`src/logic/tla_regs.svh`:
```
/*
  Command-byte offsets, field positions, reset values and the hysteresis ceiling
  of the thermal limit alarm block.
  Assumes it is included by bare name and that readings and limits are whole degrees.
*/
`ifndef TLA_REGS_SVH
`define TLA_REGS_SVH

// Command bytes
`define TLA_CMD_COMMON      8'h02
`define TLA_CMD_STAT_A      8'h08
`define TLA_CMD_STAT_B      8'h09
`define TLA_CMD_STAT_C      8'h0A
`define TLA_CMD_MASK_A      8'h0C
`define TLA_CMD_MASK_B      8'h0D
`define TLA_CMD_MASK_C      8'h0E
`define TLA_CMD_LIM_LOCAL   8'h40
`define TLA_CMD_LIM_RA_A    8'h41
`define TLA_CMD_LIM_RB_A    8'h42
`define TLA_CMD_LIM_RA_B    8'h49
`define TLA_CMD_LIM_RB_B    8'h4A
`define TLA_CMD_HYST        8'h4B

// Field positions inside status and mask registers
`define TLA_BIT_LOCAL       0
`define TLA_BIT_REMOTE_A    1
`define TLA_BIT_REMOTE_B    2
// Summary flag positions in the common status register
`define TLA_BIT_SUM_A       1
`define TLA_BIT_SUM_B       2
`define TLA_BIT_SUM_C       3

// Reset values
`define TLA_RST_MASK_A      3'h1
`define TLA_RST_MASK_B      3'h0
`define TLA_RST_MASK_C      3'h7
`define TLA_RST_LIM_LOCAL   8'h55
`define TLA_RST_LIM_REM_A   8'h6E
`define TLA_RST_LIM_REM_B   8'h55
`define TLA_RST_HYST        8'h0A

// Largest hysteresis in degrees
`define TLA_HYST_MAX        8'h20

`endif

```
`src/logic/tla_pkg.sv`:
```
/*
  Types shared by the thermal limit alarm block.
  Assumes nothing beyond a SystemVerilog compiler.
*/
package tla_pkg;
  typedef logic [7:0] tla_byte_type;   // One register or reading byte
  typedef logic [2:0] tla_chan_type;   // One bit per channel: remote b, remote a, local
endpackage

```
`src/logic/tla_trip_cell.sv`:
```
/*
  One channel/output trip flag with hysteresis: sets at or above the limit,
  clears below limit minus hysteresis, holds in between.
  Assumes update is a one-cycle pulse at the end of a conversion.
*/
module tla_trip_cell
  import tla_pkg::*;
(
  input  wire logic         clk,      // Core clock
  input  wire logic         rst_b,    // Async reset, active low
  input  wire logic         update,   // Conversion finished pulse
  input  wire tla_byte_type reading,  // Channel reading, degrees
  input  wire tla_byte_type limit,    // Trip limit, degrees
  input  wire tla_byte_type hyst,     // Common hysteresis, degrees
  output logic              over      // Trip flag
);

  logic [8:0] reading_plus;           // Reading plus hysteresis, no wrap

  // Compare reading+hyst against limit so a limit below hysteresis never wraps
  assign reading_plus = {1'b0, reading} + {1'b0, hyst};

  // Flag update at each conversion end
  always_ff @(posedge clk or negedge rst_b) begin
    if (!rst_b) begin
      over <= 1'b0;
    end else if (update) begin
      if (reading >= limit) begin
        over <= 1'b1;                                    // see RQ7 see RQ8
      end else if (reading_plus < {1'b0, limit}) begin
        over <= 1'b0;                                    // see RQ9
      end
    end
  end

endmodule // tla_trip_cell

```
`src/logic/tla_alarm.sv`:
```
/*
  Over-temperature alarm logic: three channels against one local limit and two remote limit sets with
  shared hysteresis, three status registers, three masks, three active-low
  critical outputs and a command-byte register port.
  Assumes the serial bus front end presents decoded command-byte accesses as
  single-cycle strobes, and the conversion engine pulses conv_done with readings.
*/
// Notes on behaviour
// RQ1: Output a asserts on any unmasked status bit.
// RQ2: Output a releases once its status clears.
// RQ3: Output b asserts on any unmasked status bit.
// RQ4: Output b releases once its status clears.
// RQ5: Output c asserts on any unmasked status bit.
// RQ6: Output c releases once its status clears.
// RQ7: Remote bits set at reading >= output-a limit.
// RQ8: Local bit set at reading >= local limit.
// RQ9: Clear below limit minus hysteresis, else hold.
// RQ10: Output b uses remote second limits.
// RQ11: Output c reuses remote second limits.
// RQ12: Bits 7..3 of status, mask read zero.
// RQ13: Mask 1 blocks channel, 0 passes it.
// RQ14: Output-a mask resets to 0x01.
// RQ15: Common status shows per-register summary flags.
// RQ16: Hysteresis 0..32 applies to all limits.
// RQ17: Outputs b, c own three-bit masks.
// RQ18: Outputs active low; status updates per conversion.
`include "tla_regs.svh"

module tla_alarm
  import tla_pkg::*;
(
  input  wire logic         clk,                 // Core clock, 40 MHz
  input  wire logic         rst_b,               // Async reset, active low
  input  wire logic         conv_done,           // Conversion finished pulse
  input  wire tla_byte_type local_temp,          // Local reading, degrees
  input  wire tla_byte_type remote_a_temp,       // Remote channel 1 reading
  input  wire tla_byte_type remote_b_temp,       // Remote channel 2 reading
  input  wire tla_byte_type cmd_addr,            // Command byte
  input  wire logic         cmd_wr,              // Write strobe
  input  wire logic         cmd_rd,              // Read strobe
  input  wire tla_byte_type cmd_wdata,           // Write data
  output tla_byte_type      cmd_rdata,           // Read data, one cycle after cmd_rd
  output logic              crit_alarm_out_a_b,  // First critical output, low active
  output logic              crit_alarm_out_b_b,  // Second critical output, low active
  output logic              crit_alarm_out_c_b   // Third critical output, low active
);

  tla_chan_type first_alarm_status;              // local_over_a, remote_a/b_over_a
  tla_chan_type second_alarm_status;             // local_over_b, remote_a/b_over_b
  tla_chan_type third_alarm_status;              // local_over_c, remote_a/b_over_c
  tla_chan_type first_alarm_mask;                // local_block, remote_a/b_block_a
  tla_chan_type second_alarm_mask;               // Mask for output b
  tla_chan_type third_alarm_mask;                // Mask for output c
  tla_byte_type lim_local;                       // Local limit, bit 7 reads zero
  tla_byte_type lim_rem_a_first;                 // Remote 1 limit for output a
  tla_byte_type lim_rem_b_first;                 // Remote 2 limit for output a
  tla_byte_type lim_rem_a_second;                // Remote 1 limit for outputs b, c
  tla_byte_type lim_rem_b_second;                // Remote 2 limit for outputs b, c
  tla_byte_type hyst;                            // Common hysteresis
  tla_chan_type over_flags [3];                  // Trip flags per output
  tla_byte_type readings [3];                    // Readings by channel bit

  assign readings[`TLA_BIT_LOCAL]    = local_temp;
  assign readings[`TLA_BIT_REMOTE_A] = remote_a_temp;
  assign readings[`TLA_BIT_REMOTE_B] = remote_b_temp;
  assign first_alarm_status  = over_flags[0];
  assign second_alarm_status = over_flags[1];
  assign third_alarm_status  = over_flags[2];

  // Gate status with mask; a set mask bit blocks that channel
  function automatic logic alarm_on(input tla_chan_type stat, input tla_chan_type mask);
    alarm_on = |(stat & ~mask);                  // see RQ13
  endfunction

  // Trip cells: one per output and channel
  genvar o, c;
  generate
    for (o = 0; o < 3; o++) begin : g_out
      for (c = 0; c < 3; c++) begin : g_chan
        tla_byte_type limit_sel;                 // Limit chosen for this pair
        if (c == `TLA_BIT_LOCAL) begin : g_loc
          assign limit_sel = lim_local;          // see RQ8
        end else if (o == 0) begin : g_first
          assign limit_sel = (c == `TLA_BIT_REMOTE_A) ? lim_rem_a_first
                                                      : lim_rem_b_first;  // see RQ7
        end else begin : g_second
          assign limit_sel = (c == `TLA_BIT_REMOTE_A) ? lim_rem_a_second
                                                      : lim_rem_b_second; // see RQ10 see RQ11
        end
        tla_trip_cell u_cell (
          .clk     (clk),
          .rst_b   (rst_b),
          .update  (conv_done),                  // see RQ18
          .reading (readings[c]),
          .limit   (limit_sel),
          .hyst    (hyst),                       // see RQ16
          .over    (over_flags[o][c])
        );
      end
    end
  endgenerate

  // Mask registers
  always_ff @(posedge clk or negedge rst_b) begin
    if (!rst_b) begin
      first_alarm_mask  <= `TLA_RST_MASK_A;      // see RQ14
      second_alarm_mask <= `TLA_RST_MASK_B;
      third_alarm_mask  <= `TLA_RST_MASK_C;
    end else if (cmd_wr) begin
      if (cmd_addr == `TLA_CMD_MASK_A) begin
        first_alarm_mask <= cmd_wdata[2:0];      // see RQ13
      end
      if (cmd_addr == `TLA_CMD_MASK_B) begin
        second_alarm_mask <= cmd_wdata[2:0];     // see RQ17
      end
      if (cmd_addr == `TLA_CMD_MASK_C) begin
        third_alarm_mask <= cmd_wdata[2:0];      // see RQ17
      end
    end
  end

  // Limit and hysteresis registers
  always_ff @(posedge clk or negedge rst_b) begin
    if (!rst_b) begin
      lim_local        <= `TLA_RST_LIM_LOCAL;
      lim_rem_a_first  <= `TLA_RST_LIM_REM_A;
      lim_rem_b_first  <= `TLA_RST_LIM_REM_A;
      lim_rem_a_second <= `TLA_RST_LIM_REM_B;
      lim_rem_b_second <= `TLA_RST_LIM_REM_B;
      hyst             <= `TLA_RST_HYST;
    end else if (cmd_wr) begin
      unique case (cmd_addr)
        `TLA_CMD_LIM_LOCAL: begin
          lim_local <= {1'b0, cmd_wdata[6:0]};   // Local range tops at 127
        end
        `TLA_CMD_LIM_RA_A: begin
          lim_rem_a_first <= cmd_wdata;
        end
        `TLA_CMD_LIM_RB_A: begin
          lim_rem_b_first <= cmd_wdata;
        end
        `TLA_CMD_LIM_RA_B: begin
          lim_rem_a_second <= cmd_wdata;
        end
        `TLA_CMD_LIM_RB_B: begin
          lim_rem_b_second <= cmd_wdata;
        end
        `TLA_CMD_HYST: begin
          // Saturate out-of-range writes at the ceiling
          hyst <= (cmd_wdata > `TLA_HYST_MAX) ? `TLA_HYST_MAX : cmd_wdata; // see RQ16
        end
        default: begin
          // Other commands do not touch limits
        end
      endcase
    end
  end

  // Critical outputs, low while any unmasked status bit is set
  always_ff @(posedge clk or negedge rst_b) begin
    if (!rst_b) begin
      crit_alarm_out_a_b <= 1'b1;
      crit_alarm_out_b_b <= 1'b1;
      crit_alarm_out_c_b <= 1'b1;
    end else begin
      crit_alarm_out_a_b <= ~alarm_on(first_alarm_status, first_alarm_mask);   // see RQ1 see RQ2
      crit_alarm_out_b_b <= ~alarm_on(second_alarm_status, second_alarm_mask); // see RQ3 see RQ4
      crit_alarm_out_c_b <= ~alarm_on(third_alarm_status, third_alarm_mask);   // see RQ5 see RQ6
    end
  end

  // Read port, registered; unmapped commands read zero
  always_ff @(posedge clk or negedge rst_b) begin
    if (!rst_b) begin
      cmd_rdata <= 8'h00;
    end else if (cmd_rd) begin
      unique case (cmd_addr)
        `TLA_CMD_COMMON:    cmd_rdata <= {4'h0, |third_alarm_status, |second_alarm_status,
                                          |first_alarm_status, 1'b0};     // see RQ15
        `TLA_CMD_STAT_A:    cmd_rdata <= {5'h00, first_alarm_status};     // see RQ12
        `TLA_CMD_STAT_B:    cmd_rdata <= {5'h00, second_alarm_status};    // see RQ12
        `TLA_CMD_STAT_C:    cmd_rdata <= {5'h00, third_alarm_status};     // see RQ12
        `TLA_CMD_MASK_A:    cmd_rdata <= {5'h00, first_alarm_mask};       // see RQ12
        `TLA_CMD_MASK_B:    cmd_rdata <= {5'h00, second_alarm_mask};
        `TLA_CMD_MASK_C:    cmd_rdata <= {5'h00, third_alarm_mask};
        `TLA_CMD_LIM_LOCAL: cmd_rdata <= lim_local;
        `TLA_CMD_LIM_RA_A:  cmd_rdata <= lim_rem_a_first;
        `TLA_CMD_LIM_RB_A:  cmd_rdata <= lim_rem_b_first;
        `TLA_CMD_LIM_RA_B:  cmd_rdata <= lim_rem_a_second;
        `TLA_CMD_LIM_RB_B:  cmd_rdata <= lim_rem_b_second;
        `TLA_CMD_HYST:      cmd_rdata <= hyst;
        default:            cmd_rdata <= 8'h00;
      endcase
    end
  end
endmodule // tla_alarm

```
`config.mk`:
```
export PLATFORM = sky130hd
export DESIGN_NAME = tla_alarm
export DESIGN_NICKNAME = d
export VERILOG_FILES = /design/src/logic/tla_pkg.sv /design/src/logic/tla_trip_cell.sv /design/src/logic/tla_alarm.sv
export VERILOG_INCLUDE_DIRS = /design/src /design/src/logic
export SDC_FILE = /design/constraint.sdc
export NUM_CORES = 1
export LEC_CHECK = 0
export ABC_AREA = 0
export BUFFER_PORTS_ARGS = -buffer_cell sky130_fd_sc_hd__buf_2
export CORE_MARGIN = 4
export CORE_UTILIZATION = 25
export CTS_BUF_LIST = sky130_fd_sc_hd__clkbuf_16
export CTS_CLUSTER_SIZE = 24
export DETAILED_ROUTE_END_ITERATION = 8
export PLACE_DENSITY = 0.47
export SETUP_SLACK_MARGIN = 0.05
export SKIP_LAST_GASP = 1
export SYNTH_ARGS = -nofsm -noshare
export SYNTH_HDL_FRONTEND = slang
export SYNTH_SLANG_ARGS = --single-unit
```
`constraint.sdc`:
```
create_clock -name clk -period 3.05 [get_ports clk]
set_input_delay 0.1525 -clock clk [delete_from_list [all_inputs] [get_ports clk]]
set_output_delay 0.1525 -clock clk [all_outputs]
set_load 0.02 [all_outputs]
```
==> impl_summary.log, run 1 <==
[metrics] chain of cells forming the critical path: clkinvlp_4 -> buf_6 -> fa_2 -> nor2b_2 -> o31a_1 -> nor3_1 -> nor2_1 -> a21oi_1 -> ha_1 -> a221oi_2 -> o221ai_1 -> a22o_1
[metrics] TritonCTS clock tree: done
[metrics] master cell of the clock root buffer: sky130_fd_sc_hd__clkbuf_16
[metrics] worst voltage drop across the vdd grid: about 0.00026 V
[metrics] Seq cells post-synth: 72
[metrics] net switching share of the total power: between 30 and 40%
[metrics] GRT overflow: 0
[metrics] Final ANT Viol Nets: 0
[metrics] synth-to-layout area growth: 17.98%
[metrics] filler cell count in the final layout: 2568
[metrics] IO Count: 56
[metrics] average wire length per cell after detail routing: around 18 microns
[metrics] final clock period utilization by the worst path: approximately 95%
[metrics] cell internal pwr: 0.001886 W
[metrics] count of vias placed by the detailed router: 4929
[metrics] deepest level of the CTS H-tree: 3
[metrics] utilization after layout: ~30%
[metrics] part of the total power dissipated in combinational logic: 20.7%
[metrics] RSZ-0062 raised after global routing: yes
[metrics] number of inserted diodes: 0
[metrics] 1st-iter DRT viols: 285
[metrics] post-layout instance count excluding filler cells: roughly 1.0k
[metrics] reg2reg path depth: 12
[metrics] FMAX: 344.1 MHz
[metrics] nature of the critical path startpoint: flip-flop
[metrics] category of the critical setup timing path: flip-flop to flip-flop
[metrics] WP data arrival: 3.14 ns
[metrics] delay contributed by the slowest stage of the critical path: between 0.5 and 0.6 ns
[metrics] DP Cell Count: 1015
[metrics] outcome: complete, but fails checks
[metrics] number of global-route vias before repair: 4861
[metrics] area share of the largest cell type after synthesis: 20.24%
[metrics] peak fanout along the critical path: 5
[metrics] violations in the final reports: negative hold slack
[metrics] sequential fraction of the synthesis area: 30.69%
[metrics] slowest library cell on the worst path: sky130_fd_sc_hd__dfstp_2
[metrics] most frequent standard cell in the layout excluding fill and tap cells: sky130_fd_sc_hd__ha_1
[metrics] die area: 0.02653 sq mm
[metrics] first-pass GRT wire length: 29020 microns
[metrics] transition time at the pin with the least slew margin: 0.9656 ns
[metrics] mean number of vias per cell: 4.749
[metrics] clock power share: between 30% and 40%
[metrics] DRC Markers: 0
[metrics] Syn Area/Cell: 9.198 sq um
[metrics] PnR Total Power: about 0.0027 W
[metrics] layout cells sized above 1: a little under a quarter
[metrics] fraction of registers with async set or reset after synthesis: 100.0%
[metrics] Total Neg Setup Slack: 0 ns
[metrics] Layout Skew: ~0.008 ns
[metrics] worst endpoint required time: 3.28 ns
[metrics] leakage component of the power: 3.310 nW
[metrics] power density over the cells: around 380 mW/mm^2
[metrics] largest buffer count on any clock path: 2
[metrics] worst hold slack: -0.06619 ns
[metrics] site row count: 56
[metrics] final hold violation count: 37
[metrics] area of the placeable core: between 0.02 and 0.025 sq mm
[metrics] initial core utilization: about a quarter
[metrics] Synth cell types: 65
[metrics] fin crit period: around 2.9 ns
[metrics] post-synthesis instance area: about 0.006 sq mm
[metrics] setup violators final: 0
[metrics] Slew Limit Headroom: between 30 and 40%
[metrics] gp weighted congestion: 0.8190
[metrics] placed wire-length estimate after detailed placement: 14920 microns
[metrics] CP Capture Type: flip-flop
[metrics] clock buffer count from CTS: 9
[metrics] number of flops mapped to enable cells by yosys: 0
[metrics] first-pass iteration count of the detailed router: 5
[metrics] RR Startpoint: hyst[1]$_DFFE_PN1P_
[metrics] height of the die: about 160 microns
[metrics] post-synthesis cell count: 652
[metrics] die outline width: 162.9 microns
[metrics] register share of total power: 40.4%
[metrics] sum of routed wire length over all layers: 18920 microns
[metrics] top cells by area, synth: sky130_fd_sc_hd__ha_1 (20%), sky130_fd_sc_hd__dfrtp_1 (17%), sky130_fd_sc_hd__dfstp_2 (14%)
[metrics] number of nets at the end of the flow: 859
[metrics] commonest cells after routing, fill and taps aside: sky130_fd_sc_hd__ha_1 (97), sky130_fd_sc_hd__inv_1 (68), sky130_fd_sc_hd__nand2_1 (58), sky130_fd_sc_hd__buf_2 (54), sky130_fd_sc_hd__o21ai_0 (44)
[metrics] number of warnings printed during yosys synthesis: 0
[metrics] setup slack, reg-to-reg: 0.14 ns
[metrics] number of clock sinks: 72
[metrics] switching power of the nets: just over 0.0008 W
[metrics] Overall Global Routing Usage: between 10 and 15%
[metrics] number of port buffers: 55
[metrics] worst skew pair latency: 0.34 ns
[metrics] FF-to-FF End: g_out[2].g_chan[0].u_cell.over$_DFFE_PN0P_
[metrics] most used flip-flop cell after synthesis: sky130_fd_sc_hd__dfrtp_1
[metrics] worst min-delay path category: input pin to async pin
[metrics] antenna violations before repair: 0
[metrics] cell type with the largest total area after synthesis: sky130_fd_sc_hd__ha_1
[metrics] pin count of the biggest net entering global routing: 73
[metrics] Mapped Nets: 797
[metrics] Final Max Tran Viols: 0
[metrics] clk slew on worst S/H paths: 0.06 ns
[metrics] number of max-capacitance violations reported: 0
## through the flow
stage	area [sq um]	worst slack, ns	hold slack, ns
3_5_place_dp	6653	0.03592	0.3811
2_1_floorplan	5997	0.4115	-0.1431
6_report	7076	0.1435	-0.06619
5_1_grt	7076	0.003866	0.02957
3_3_place_gp	6653	0.08590	0.3764
4_1_cts	6943	0.06418	0.006856
## cells in the mapped netlist, drive strengths merged, types with 6 or more instances
library cell and n:
a21o 18, a21oi 36, a22o 12, a22oi 6
a31oi 9, clkbuf 15, dfrtp 41, dfstp 31
ha 97, inv 68, mux2 29, mux2i 7
nand2 59, nand2b 11, nand3 6, nor2 37
nor2b 7, nor3 13, nor4 6, o21ai 51
o22ai 7, xnor2 15
## cell families (layout without fill, tap and decap cells)
family / after synthesis / after routing / synth area share (%)
buffers and inverters: 88 / 155 / 5.737
multiplexers: 36 / 36 / 6.614
AO/OA/AOI/OAI: 181 / 181 / 20.09
AND/OR/NAND/NOR: 160 / 160 / 13.44
flip-flops: 72 / 72 / 30.69
adder cells (fa/ha/maj): 100 / 100 / 21.24
XOR/XNOR: 15 / 15 / 2.191
## layer usage
| layer | vias up | GRT usage (%) | routed length, microns |
|---|---|---|---|
| met5 | - | 0 | 0 |
| li1 | 2491 | - | - |
| met3 | 6 | 2.354 | 523 |
| met1 | 2360 | 19.84 | 9243 |
| met2 | 72 | 23.58 | 9051 |
| met4 | 0 | 2.974 | 99 |
## repair_timing
item,4_1_cts,5_1_grt
gates resized for setup,1,23
hold endpoints to repair,0,0
setup endpoints to repair,2,5
buffers inserted,0,7
pin swaps,0,21
hold buffers,0,0
## registers in the layout, summed over array words and instances (netlist names)
name                      count
g_out.g_chan.u_cell.over      5
crit_alarm_out_c_b            1
second_alarm_mask             3
third_alarm_mask              3
first_alarm_mask              3
crit_alarm_out_b_b            1
hyst                          8
g_out.g_chan.limit_sel       39
crit_alarm_out_a_b            1
cmd_rdata                     8
## how the worst max path moves through the flow
stage	start	endpoint	slack, ns	depth (start not counted)
after floorplan	hyst[1]$_DFFE_PN1P_	g_out[0].g_chan[2].u_cell.over$_DFFE_PN0P_	0.41	11
after global placement	hyst[0]$_DFFE_PN0P_	g_out[0].g_chan[2].u_cell.over$_DFFE_PN0P_	0.09	12
after detailed placement	hyst[0]$_DFFE_PN0P_	g_out[0].g_chan[1].u_cell.over$_DFFE_PN0P_	0.04	12
after CTS	hyst[1]$_DFFE_PN1P_	g_out[0].g_chan[1].u_cell.over$_DFFE_PN0P_	0.06	11
after global routing	hyst[1]$_DFFE_PN1P_	g_out[0].g_chan[1].u_cell.over$_DFFE_PN0P_	0.004	11
final	hyst[1]$_DFFE_PN1P_	g_out[2].g_chan[0].u_cell.over$_DFFE_PN0P_	0.14	12
## critical path, delay by kind of cell (launching register included)
kind,cells,cell delay (ns)
buffers and inverters,2,0.37
adders and majority gates,2,0.67
and+or+nand+nor,3,0.30
DFF,1,0.59
AOI/OAI and AO/OA,5,0.85
## power groups by stage
stage / Combinational [W] / Clock (W) / Sequential, W
after floorplan: 0.000341 / 0 / 0.00109
after global placement: 0.000545 / 0 / 0.00111
after CTS: 0.000553 / 0.00108 / 0.00110
after detailed placement: 0.000551 / 0 / 0.00111
after global routing: 0.000641 / 0.00112 / 0.00110
final: 0.000561 / 0.00105 / 0.00109
## cell type report
type	instances	area (sq um)	share of cell area, %
well taps	319	399.1	5.641
multi-input cells	492	3885	54.91
clock inverters	7	63.81	0.9019
clock buffers	9	225.2	3.183
flip-flops and latches	72	1842	26.03
inverters	68	259.0	3.660
repair buffers	71	401.6	5.676
Note: power is estimated with default switching activity, not from simulation.
==> run 2, diff against run 1 <==
ABC_AREA = 1   (was 0)
==> run 2 against run 1 <==
  * The run now ends clean
  * Sequential share of layout area grew 0.28 points
  * Non-clock buffer count shrank 13
  * Worst setup slack better by 0.15 ns
  * Via count is 11% higher
  * Power fell by 1.1%
  * Final cell count grew 17%
  * Clock power about the same
  * Combinational power up 3.6%
  * Clock skew up 0.0063 ns
  * Critical path depth is 4 higher
  * Area after synthesis rose by 0.92%
  * Sequential power about the same
  * Critical endpoint is now g_out[0].g_chan[1].u_cell.over$_DFFE_PN0P_
==> impl_summary.log, run 2 <==
[metrics] outcome: complete, no violations
[metrics] cell internal pwr: 0.001850 W (-1.9%)
[metrics] final hold violation count: 0 (-100%)
[metrics] first-pass iteration count of the detailed router: 5 (unchanged)
[metrics] Final ANT Viol Nets: 0 (unchanged)
[metrics] sum of routed wire length over all layers: 19630 microns (+3.8%)
[metrics] slowest library cell on the worst path: sky130_fd_sc_hd__dfstp_2
[metrics] FMAX: 363.1 MHz (+5.5%)
[metrics] Final Max Tran Viols: 0 (unchanged)
[metrics] synth-to-layout area growth: 15.57%
[metrics] delay contributed by the slowest stage of the critical path: 0.56 ns (-0.03 ns)
[metrics] pin count of the biggest net entering global routing: 73 (unchanged)
[metrics] mean number of vias per cell: 4.501 (-5.2%)
[metrics] worst skew pair latency: 0.35 ns (about the same)
[metrics] register share of total power: 39.7% (-0.7 points)
[metrics] transition time at the pin with the least slew margin: 0.9583 ns (-0.007256 ns)
[metrics] power density over the cells: 382.4 mW/mm^2 (about the same)
[metrics] RSZ-0062 raised after global routing: no
[metrics] max reg flops: 39 (unchanged)
[metrics] most frequent standard cell in the layout excluding fill and tap cells: sky130_fd_sc_hd__nand2_1
[metrics] net switching share of the total power: 30.83% (+0.53 points)
[metrics] number of warnings printed during yosys synthesis: 0 (unchanged)
[metrics] post-synthesis instance area: 0.006052 sq mm (+0.92%)
[metrics] number of nets at the end of the flow: 1033 (+20%)
[metrics] library cell with the highest instance count after synthesis: sky130_fd_sc_hd__nand2_1
[metrics] Seq cells post-synth: 72 (unchanged)
[metrics] most used flip-flop cell after synthesis: sky130_fd_sc_hd__dfrtp_1
[metrics] largest buffer count on any clock path: 2 (unchanged)
[metrics] buffers inserted during post-CTS setup optimization: 0 (unchanged)
[metrics] fin crit period: 2.754 ns (-0.1525 ns)
[metrics] top cells by area, synth: sky130_fd_sc_hd__ha_1 (20%), sky130_fd_sc_hd__dfrtp_1 (17%), sky130_fd_sc_hd__nand2_1 (15%)
[metrics] PnR Total Power: 0.002674 W (-1.1%)
[metrics] clock buffer count from CTS: 9 (unchanged)
[metrics] TritonCTS clock tree: done
[metrics] Synth cell types: 32 (-51%)
[metrics] height of the die: 163.6 microns (+0.44%)
[metrics] chain of cells forming the critical path: inv_1 -> fa_1 -> o21ai_1 -> xor2_1 -> ha_1 -> and3_1 -> nand2_1 -> nand2_1 -> nand2_1 -> nand2_1 -> nand2_1 -> nand2_1 -> nand2_1 -> nand2_1 -> nand2_1 -> nand2_1
[metrics] number of max-capacitance violations reported: 0 (unchanged)
[metrics] placed wire-length estimate after detailed placement: 15810 microns (+5.9%)
[metrics] Slew Limit Headroom: 36.11% (+0.48 points)
[metrics] deepest level of the CTS H-tree: 3 (unchanged)
[metrics] 1st-iter DRT viols: 349 (+22%)
[metrics] WP data arrival: 3.00 ns (-0.14 ns)
[metrics] Layout Skew: 0.01437 ns (+0.006332 ns)
[metrics] final clock period utilization by the worst path: 90.29% (-5.0 points)
[metrics] gp weighted congestion: 0.8732 (+6.6%)
[metrics] number of port buffers: 55 (unchanged)
[metrics] initial core utilization: 25.63% (+0.16 points)
[metrics] top cells by instance count after synthesis: sky130_fd_sc_hd__nand2_1 (234), sky130_fd_sc_hd__inv_1 (130), sky130_fd_sc_hd__ha_1 (97), sky130_fd_sc_hd__o21ai_0 (77), sky130_fd_sc_hd__a21oi_1 (46)
[metrics] clk slew on worst S/H paths: 0.07 ns (about the same)
[metrics] area of the placeable core: 0.02361 sq mm (+0.30%)
[metrics] site row count: 56 (unchanged)
[metrics] first-pass GRT wire length: 30370 microns (+4.6%)
[metrics] Total Neg Setup Slack: 0 ns (unchanged)
[metrics] switching power of the nets: 0.0008246 W (+0.59%)
[metrics] die area: 0.02676 sq mm (+0.87%)
[metrics] area share of the largest cell type after synthesis: 20.05% (-0.18 points)
[metrics] CP Capture Type: flip-flop
[metrics] number of clock sinks: 72 (unchanged)
[metrics] IO Count: 56 (unchanged)
[metrics] leakage component of the power: 3.464 nW (+4.7%)
[metrics] worst min-delay path category: input pin to flip-flop
[metrics] number of flops mapped to enable cells by yosys: 0 (unchanged)
[metrics] Syn Area/Cell: 7.309 sq um (-21%)
[metrics] nature of the critical path startpoint: flip-flop
[metrics] number of global-route vias before repair: 5328 (+9.6%)
[metrics] utilization after layout: 29.62% (-0.43 points)
[metrics] count of vias placed by the detailed router: 5455 (+11%)
[metrics] GRT overflow: 0 (unchanged)
[metrics] sequential fraction of the synthesis area: 30.41% (-0.28 points)
[metrics] layout cells sized above 1: 12.21% (-11 points)
[metrics] Overall Global Routing Usage: 15.11% (+0.80 points)
[metrics] clock power share: 38.6% (-0.2 points)
[metrics] setup violators final: 0 (unchanged)
[metrics] number of inserted diodes: 0 (unchanged)
[metrics] Mapped Nets: 973 (+22%)
[metrics] antenna violations before repair: 1 (+1)
[metrics] master cell of the clock root buffer: sky130_fd_sc_hd__clkbuf_16
[metrics] category of the critical setup timing path: flip-flop to flip-flop
[metrics] part of the total power dissipated in combinational logic: 21.7% (+1.0 points)
[metrics] most common cell type on the critical path: sky130_fd_sc_hd__nand2_1
[metrics] average wire length per cell after detail routing: 16.20 microns (-11%)
[metrics] die outline width: 163.6 microns (+0.44%)
[metrics] commonest cells after routing, fill and taps aside: sky130_fd_sc_hd__nand2_1 (234), sky130_fd_sc_hd__inv_1 (133), sky130_fd_sc_hd__ha_1 (97), sky130_fd_sc_hd__o21ai_0 (74), sky130_fd_sc_hd__buf_2 (54)
[metrics] cell type with the largest total area after synthesis: sky130_fd_sc_hd__ha_1
[metrics] filler cell count in the final layout: 2611 (+1.7%)
[metrics] worst endpoint required time: 3.29 ns (about the same)
[metrics] worst voltage drop across the vdd grid: 0.0002305 V (-10%)
[metrics] fraction of registers with async set or reset after synthesis: 100.0% (unchanged)
[metrics] peak fanout along the critical path: 5 (unchanged)
[metrics] post-synthesis cell count: 828 (+27%)
[metrics] DRC Markers: 0 (unchanged)
[run 2: cell count changes after synthesis, sizes merged, moves of 11 or more]
cell and change:
mux2 -29, o21ai +26, nand3 +37, a21o -17, clkbuf -12, a22o -12
nand2 +177, inv +63, nand4 +14, nand2b -11
[run 2: area by class of cell]
type                    instances  area (sq um)  share of cell area (%)
multi-input cells             616          3676                   52.56
flip-flops and latches         72          1841                   26.31
inverters                     131         491.7                   7.030
well taps                     319         399.1                   5.707
repair buffers                 58         302.8                   4.329
clock buffers                   9         225.2                   3.220
clock inverters                 7         58.81                  0.8408
[run 2: cell families (layout without fill, tap and decap cells)]
family,count (synthesis),after routing,share of synthesized area [%]
flops,72,72,30.41
buf+inv,140,205,8.910
compound gates,143,143,12.57
xor+xnor,17,17,2.460
fa+ha+maj,100,100,21.05
simple gates,356,356,24.60
[run 2: worst paths after layout]
kind,start,end,slack (ns),cells after the start
max in group asynchronous,rst_b,g_out[0].g_chan[0].limit_sel[3]$_DFFE_PN0P_,1.93,2
min reg2reg,cmd_rdata[5]$_DFFE_PN0P_,cmd_rdata[5]$_DFFE_PN0P_,0.48,2
max,hyst[1]$_DFFE_PN1P_,g_out[0].g_chan[1].u_cell.over$_DFFE_PN0P_,0.30,16
min,cmd_wdata[3],hyst[3]$_DFFE_PN1P_,0.04,3
min in group asynchronous,rst_b,g_out[1].g_chan[1].limit_sel[3]$_DFFE_PN0P_,0.51,2
max reg2reg,hyst[1]$_DFFE_PN1P_,g_out[0].g_chan[1].u_cell.over$_DFFE_PN0P_,0.30,16
[run 2: critical path, delay by kind of cell (launching register included)]
kind                       cells  cell delay (ns)
AOI/OAI and AO/OA              1             0.27
xor gates and xnor gates       1             0.25
adders and majority gates      2             0.75
buffers and inverters          1             0.16
DFF                            1             0.56
and+or+nand+nor               11             0.66
[run 2: per-layer routing]
| metal | vias up | part of all wire (%) | wire [microns] | track usage (%) |
|---|---|---|---|---|
| met5 | - | 0.066 | 13 | 0 |
| met3 | 34 | 3.7 | 723 | 2.321 |
| met1 | 2472 | 47 | 9292 | 19.96 |
| met4 | 2 | 2.5 | 486 | 5.642 |
| li1 | 2848 | - | - | - |
| met2 | 99 | 46 | 9118 | 24.98 |
[run 2: through the flow]
| step | hold WS [ns] | setup WS, ns | cells | instance area, sq um |
|---|---|---|---|---|
| after floorplan | -0.1431 | 0.4956 | 828 | 6052 |
| after global placement | 0.3736 | 0.2496 | 1195 | 6696 |
| after detailed placement | 0.3691 | 0.1834 | 1195 | 6696 |
| after CTS | 0.03409 | 0.1739 | 1212 | 6990 |
| after global routing | 0.06222 | 0.05258 | 1212 | 6994 |
| final | 0.04324 | 0.2960 | 1212 | 6994 |
[run 2: power groups by stage]
stage,Clock [W],Sequential [W],Combinational (W)
after detailed placement,0,0.00108,0.000583
after global placement,0,0.00108,0.000582
after global routing,0.00109,0.00107,0.000687
final,0.00103,0.00106,0.000581
after CTS,0.00107,0.00106,0.000588
after floorplan,0,0.00106,0.000385
[run 2: timing repair]
item                       CTS  global route
gates resized for setup      0             4
hold endpoints to repair    14             0
hold buffers                 1             0
setup endpoints to repair    0             5
==> run 3, diff against run 2 <==
CORE_ASPECT_RATIO = 1.4   (was not set)
GPL_TIMING_DRIVEN = 0   (was not set)
==> run 3 against run 2 <==
  * Fmax fell by 3.3%
  * Sequential power is essentially flat
  * Clock skew decreased by 0.0074 ns
  * Largest cell class unchanged
==> impl_summary.log, run 3 (synthesis results as in run 2) <==
[metrics] IO Count: 56 (unchanged)
[metrics] mean number of vias per cell: 4.592 (+2.0%)
[metrics] TritonCTS clock tree: done
[metrics] number of inserted diodes: 0 (unchanged)
[metrics] Layout Skew: 0.006957 ns (-0.007412 ns)
[metrics] number of port buffers: 53 (-3.6%)
[metrics] count of vias placed by the detailed router: 5556 (+1.9%)
[metrics] Final ANT Viol Nets: 0 (unchanged)
[metrics] master cell of the clock root buffer: sky130_fd_sc_hd__clkbuf_16
[metrics] worst skew pair latency: 0.34 ns (about the same)
[metrics] clock buffer count from CTS: 9 (unchanged)
[metrics] peak fanout along the critical path: 4 (-1)
[metrics] largest buffer count on any clock path: 2 (unchanged)
[metrics] Final Max Tran Viols: 0 (unchanged)
[metrics] most frequent standard cell in the layout excluding fill and tap cells: sky130_fd_sc_hd__nand2_1
[metrics] average wire length per cell after detail routing: 15.96 microns (-1.5%)
[metrics] max reg flops: 39 (unchanged)
[metrics] setup violators final: 0 (unchanged)
[metrics] RSZ-0062 raised after global routing: yes
[metrics] slowest library cell on the worst path: sky130_fd_sc_hd__dfstp_2
[metrics] Slew Limit Headroom: 56.17% (+20 points)
[metrics] worst voltage drop across the vdd grid: 0.0002503 V (+8.6%)
[metrics] post-layout instance count excluding filler cells: 1210 (-0.17%)
[metrics] number of max-capacitance violations reported: 0 (unchanged)
[metrics] commonest cells after routing, fill and taps aside: sky130_fd_sc_hd__nand2_1 (234), sky130_fd_sc_hd__inv_1 (133), sky130_fd_sc_hd__ha_1 (97), sky130_fd_sc_hd__o21ai_0 (74), sky130_fd_sc_hd__buf_2 (57)
[metrics] synth-to-layout area growth: 16.66%
[metrics] placed instance area: 0.006735 sq mm (+0.58%)
[metrics] die area: 0.02680 sq mm (+0.13%)
[metrics] first-pass GRT wire length: 30460 microns (+0.30%)
[metrics] sum of routed wire length over all layers: 19310 microns (-1.6%)
[metrics] nature of the critical path startpoint: flip-flop
[metrics] final clock period utilization by the worst path: 93.33% (+3.0 points)
[metrics] CP top delay family: simple AND/OR/NAND/NOR gates
[metrics] clk slew on worst S/H paths: 0.05 ns (-0.02 ns)
[metrics] pin count of the biggest net entering global routing: 70 (-4.1%)
[metrics] deepest level of the CTS H-tree: 3 (unchanged)
[metrics] layout cells sized above 1: 13.56% (+1.3 points)
[metrics] 1st-iter DRT viols: 279 (-20%)
[metrics] post-layout instance area: 0.007061 sq mm (+0.95%)
[metrics] worst endpoint required time: 3.28 ns (about the same)
[metrics] final hold violation count: 0 (unchanged)
[metrics] DP Cell Count: 1192 (-0.25%)
[metrics] WP data arrival: 3.07 ns (+0.07 ns)
[metrics] gp weighted congestion: 0.8538 (-2.2%)
[metrics] CP Capture Type: flip-flop
[metrics] transition time at the pin with the least slew margin: 0.6518 ns (-0.3065 ns)
[metrics] FMAX: 351.3 MHz (-3.3%)
[metrics] Overall Global Routing Usage: 14.80% (-0.32 points)
[metrics] filler cell count in the final layout: 2672 (+2.3%)
[metrics] outcome: complete, no violations
[metrics] first-pass iteration count of the detailed router: 5 (unchanged)
[metrics] number of nets at the end of the flow: 1041 (+0.77%)
[metrics] delay contributed by the slowest stage of the critical path: 0.56 ns (about the same)
[metrics] initial core utilization: 25.33% (-0.30 points)
[metrics] die outline width: 139.5 microns (-15%)
[metrics] CP bufs+invs: 1 (unchanged)
[metrics] height of the die: 192.1 microns (+17%)
[metrics] PnR Total Power: 0.002556 W (-4.4%)
[metrics] site row count: 67 (+20%)
[metrics] fin crit period: 2.847 ns (+0.09270 ns)
[metrics] category of the critical setup timing path: flip-flop to flip-flop
[metrics] placed wire-length estimate after detailed placement: 16020 microns (+1.3%)
[metrics] antenna violations before repair: 0 (-1)
[metrics] power density over the cells: 362.0 mW/mm^2 (-5.3%)
[metrics] number of clock sinks: 72 (unchanged)
[metrics] leakage component of the power: 3.479 nW (+0.41%)
[metrics] most common cell type on the critical path: sky130_fd_sc_hd__nand2_1
[metrics] DRC Markers: 0 (unchanged)
[metrics] chain of cells forming the critical path: clkinvlp_4 -> fa_1 -> o21ai_2 -> xor2_2 -> ha_1 -> and3_1 -> nand2_1 -> nand2_1 -> nand2_1 -> nand2_1 -> nand2_1 -> nand2_1 -> nand2_1 -> nand2_1 -> nand2_1 -> nand2_1
[metrics] area of the placeable core: 0.02389 sq mm (+1.2%)
[metrics] worst min-delay path category: input pin to flip-flop
[metrics] number of global-route vias before repair: 5643 (+5.9%)
[metrics] GRT overflow: 0 (unchanged)
run 3: changes by cell type in the layout (fill, tap and decap cells not counted), sizes merged:
cell      change
buf           +5
clkinvlp      +1
clkinv        -1
clkbuf        +3
bufinv        -1
run 3: power breakdown:
group | total (W) | internal (W) | switching [W] | leakage, nW
clock | 0.000907 | 0.000529 | 0.000378 | 0.138
combinational | 0.000592 | 0.000223 | 0.000369 | 2.48
sequential | 0.00106 | 0.00101 | 0.0000424 | 0.863
run 3: worst reg2reg max path: cells and delay by family, from the launching register on:
| family | cells | cell delay (ns) |
|---|---|---|
| AND/OR/NAND/NOR | 11 | 0.78 |
| XOR/XNOR | 1 | 0.17 |
| flip-flops | 1 | 0.56 |
| adder cells (fa/ha/maj) | 2 | 0.77 |
| buffers and inverters | 1 | 0.19 |
| AO/OA/AOI/OAI | 1 | 0.26 |
run 3: path summary, 6_finish.rpt:
| check | from | end | slack [ns] | cells after the start |
|---|---|---|---|---|
| max | hyst[1]$_DFFE_PN1P_ | g_out[0].g_chan[1].u_cell.over$_DFFE_PN0P_ | 0.20 | 16 |
| min | cmd_wdata[3] | hyst[3]$_DFFE_PN1P_ | 0.04 | 3 |
| max reg2reg | hyst[1]$_DFFE_PN1P_ | g_out[0].g_chan[1].u_cell.over$_DFFE_PN0P_ | 0.20 | 16 |
| min reg2reg | cmd_rdata[6]$_DFFE_PN0P_ | cmd_rdata[6]$_DFFE_PN0P_ | 0.48 | 2 |
| max in group asynchronous | rst_b | g_out[0].g_chan[0].limit_sel[4]$_DFFE_PN1P_ | 2.28 | 3 |
| min in group asynchronous | rst_b | cmd_rdata[7]$_DFFE_PN0P_ | 0.16 | 2 |
run 3: what timing repair did:
item                                   4_1_cts  5_1_grt
buffers inserted                             2        0
setup endpoints to repair                    5        5
hold buffers                                 1        0
endpoints found under the hold margin       42        0
pin swaps                                    0        1
gates resized for setup                      7        8
run 3: per-stage QoR:
step | utilization, % | setup TNS (ns) | setup slack [ns] | hold WS (ns)
4_1_cts | 29.42 | 0 | 0.05619 | 0.03956
3_5_place_dp | 28.19 | -0.9649 | -0.3529 | -0.03676
2_1_floorplan | - | 0 | 0.4956 | -0.1431
3_3_place_gp | 28.06 | -1.034 | -0.3732 | 0.3882
5_1_grt | 29.55 | -0.004457 | -0.004457 | 0.06228
6_report | 29.55 | 0 | 0.2033 | 0.04442
run 3: area by class of cell:
| cell class | instances | area (sq um) | area share [%] |
|---|---|---|---|
| multi-input combinational | 616 | 3719 | 52.67 |
| buffer | 9 | 47.55 | 0.6734 |
| sequential | 72 | 1842 | 26.09 |
| inverter | 131 | 495.5 | 7.018 |
| timing repair buffer | 57 | 320.3 | 4.537 |
| tap | 310 | 387.9 | 5.494 |
| clock inverter | 6 | 23.77 | 0.3367 |
| clock buffer | 9 | 225.2 | 3.190 |
run 3: layer usage:
layer	vias to the layer above	wire length [microns]	global-route usage, %	share of wire [%]
met5	-	0	0	0
met4	0	618	5.873	3.2
met3	29	468	1.494	2.4
met2	82	10330	28.29	53
met1	2584	7894	16.70	41
li1	2861	-	-	-
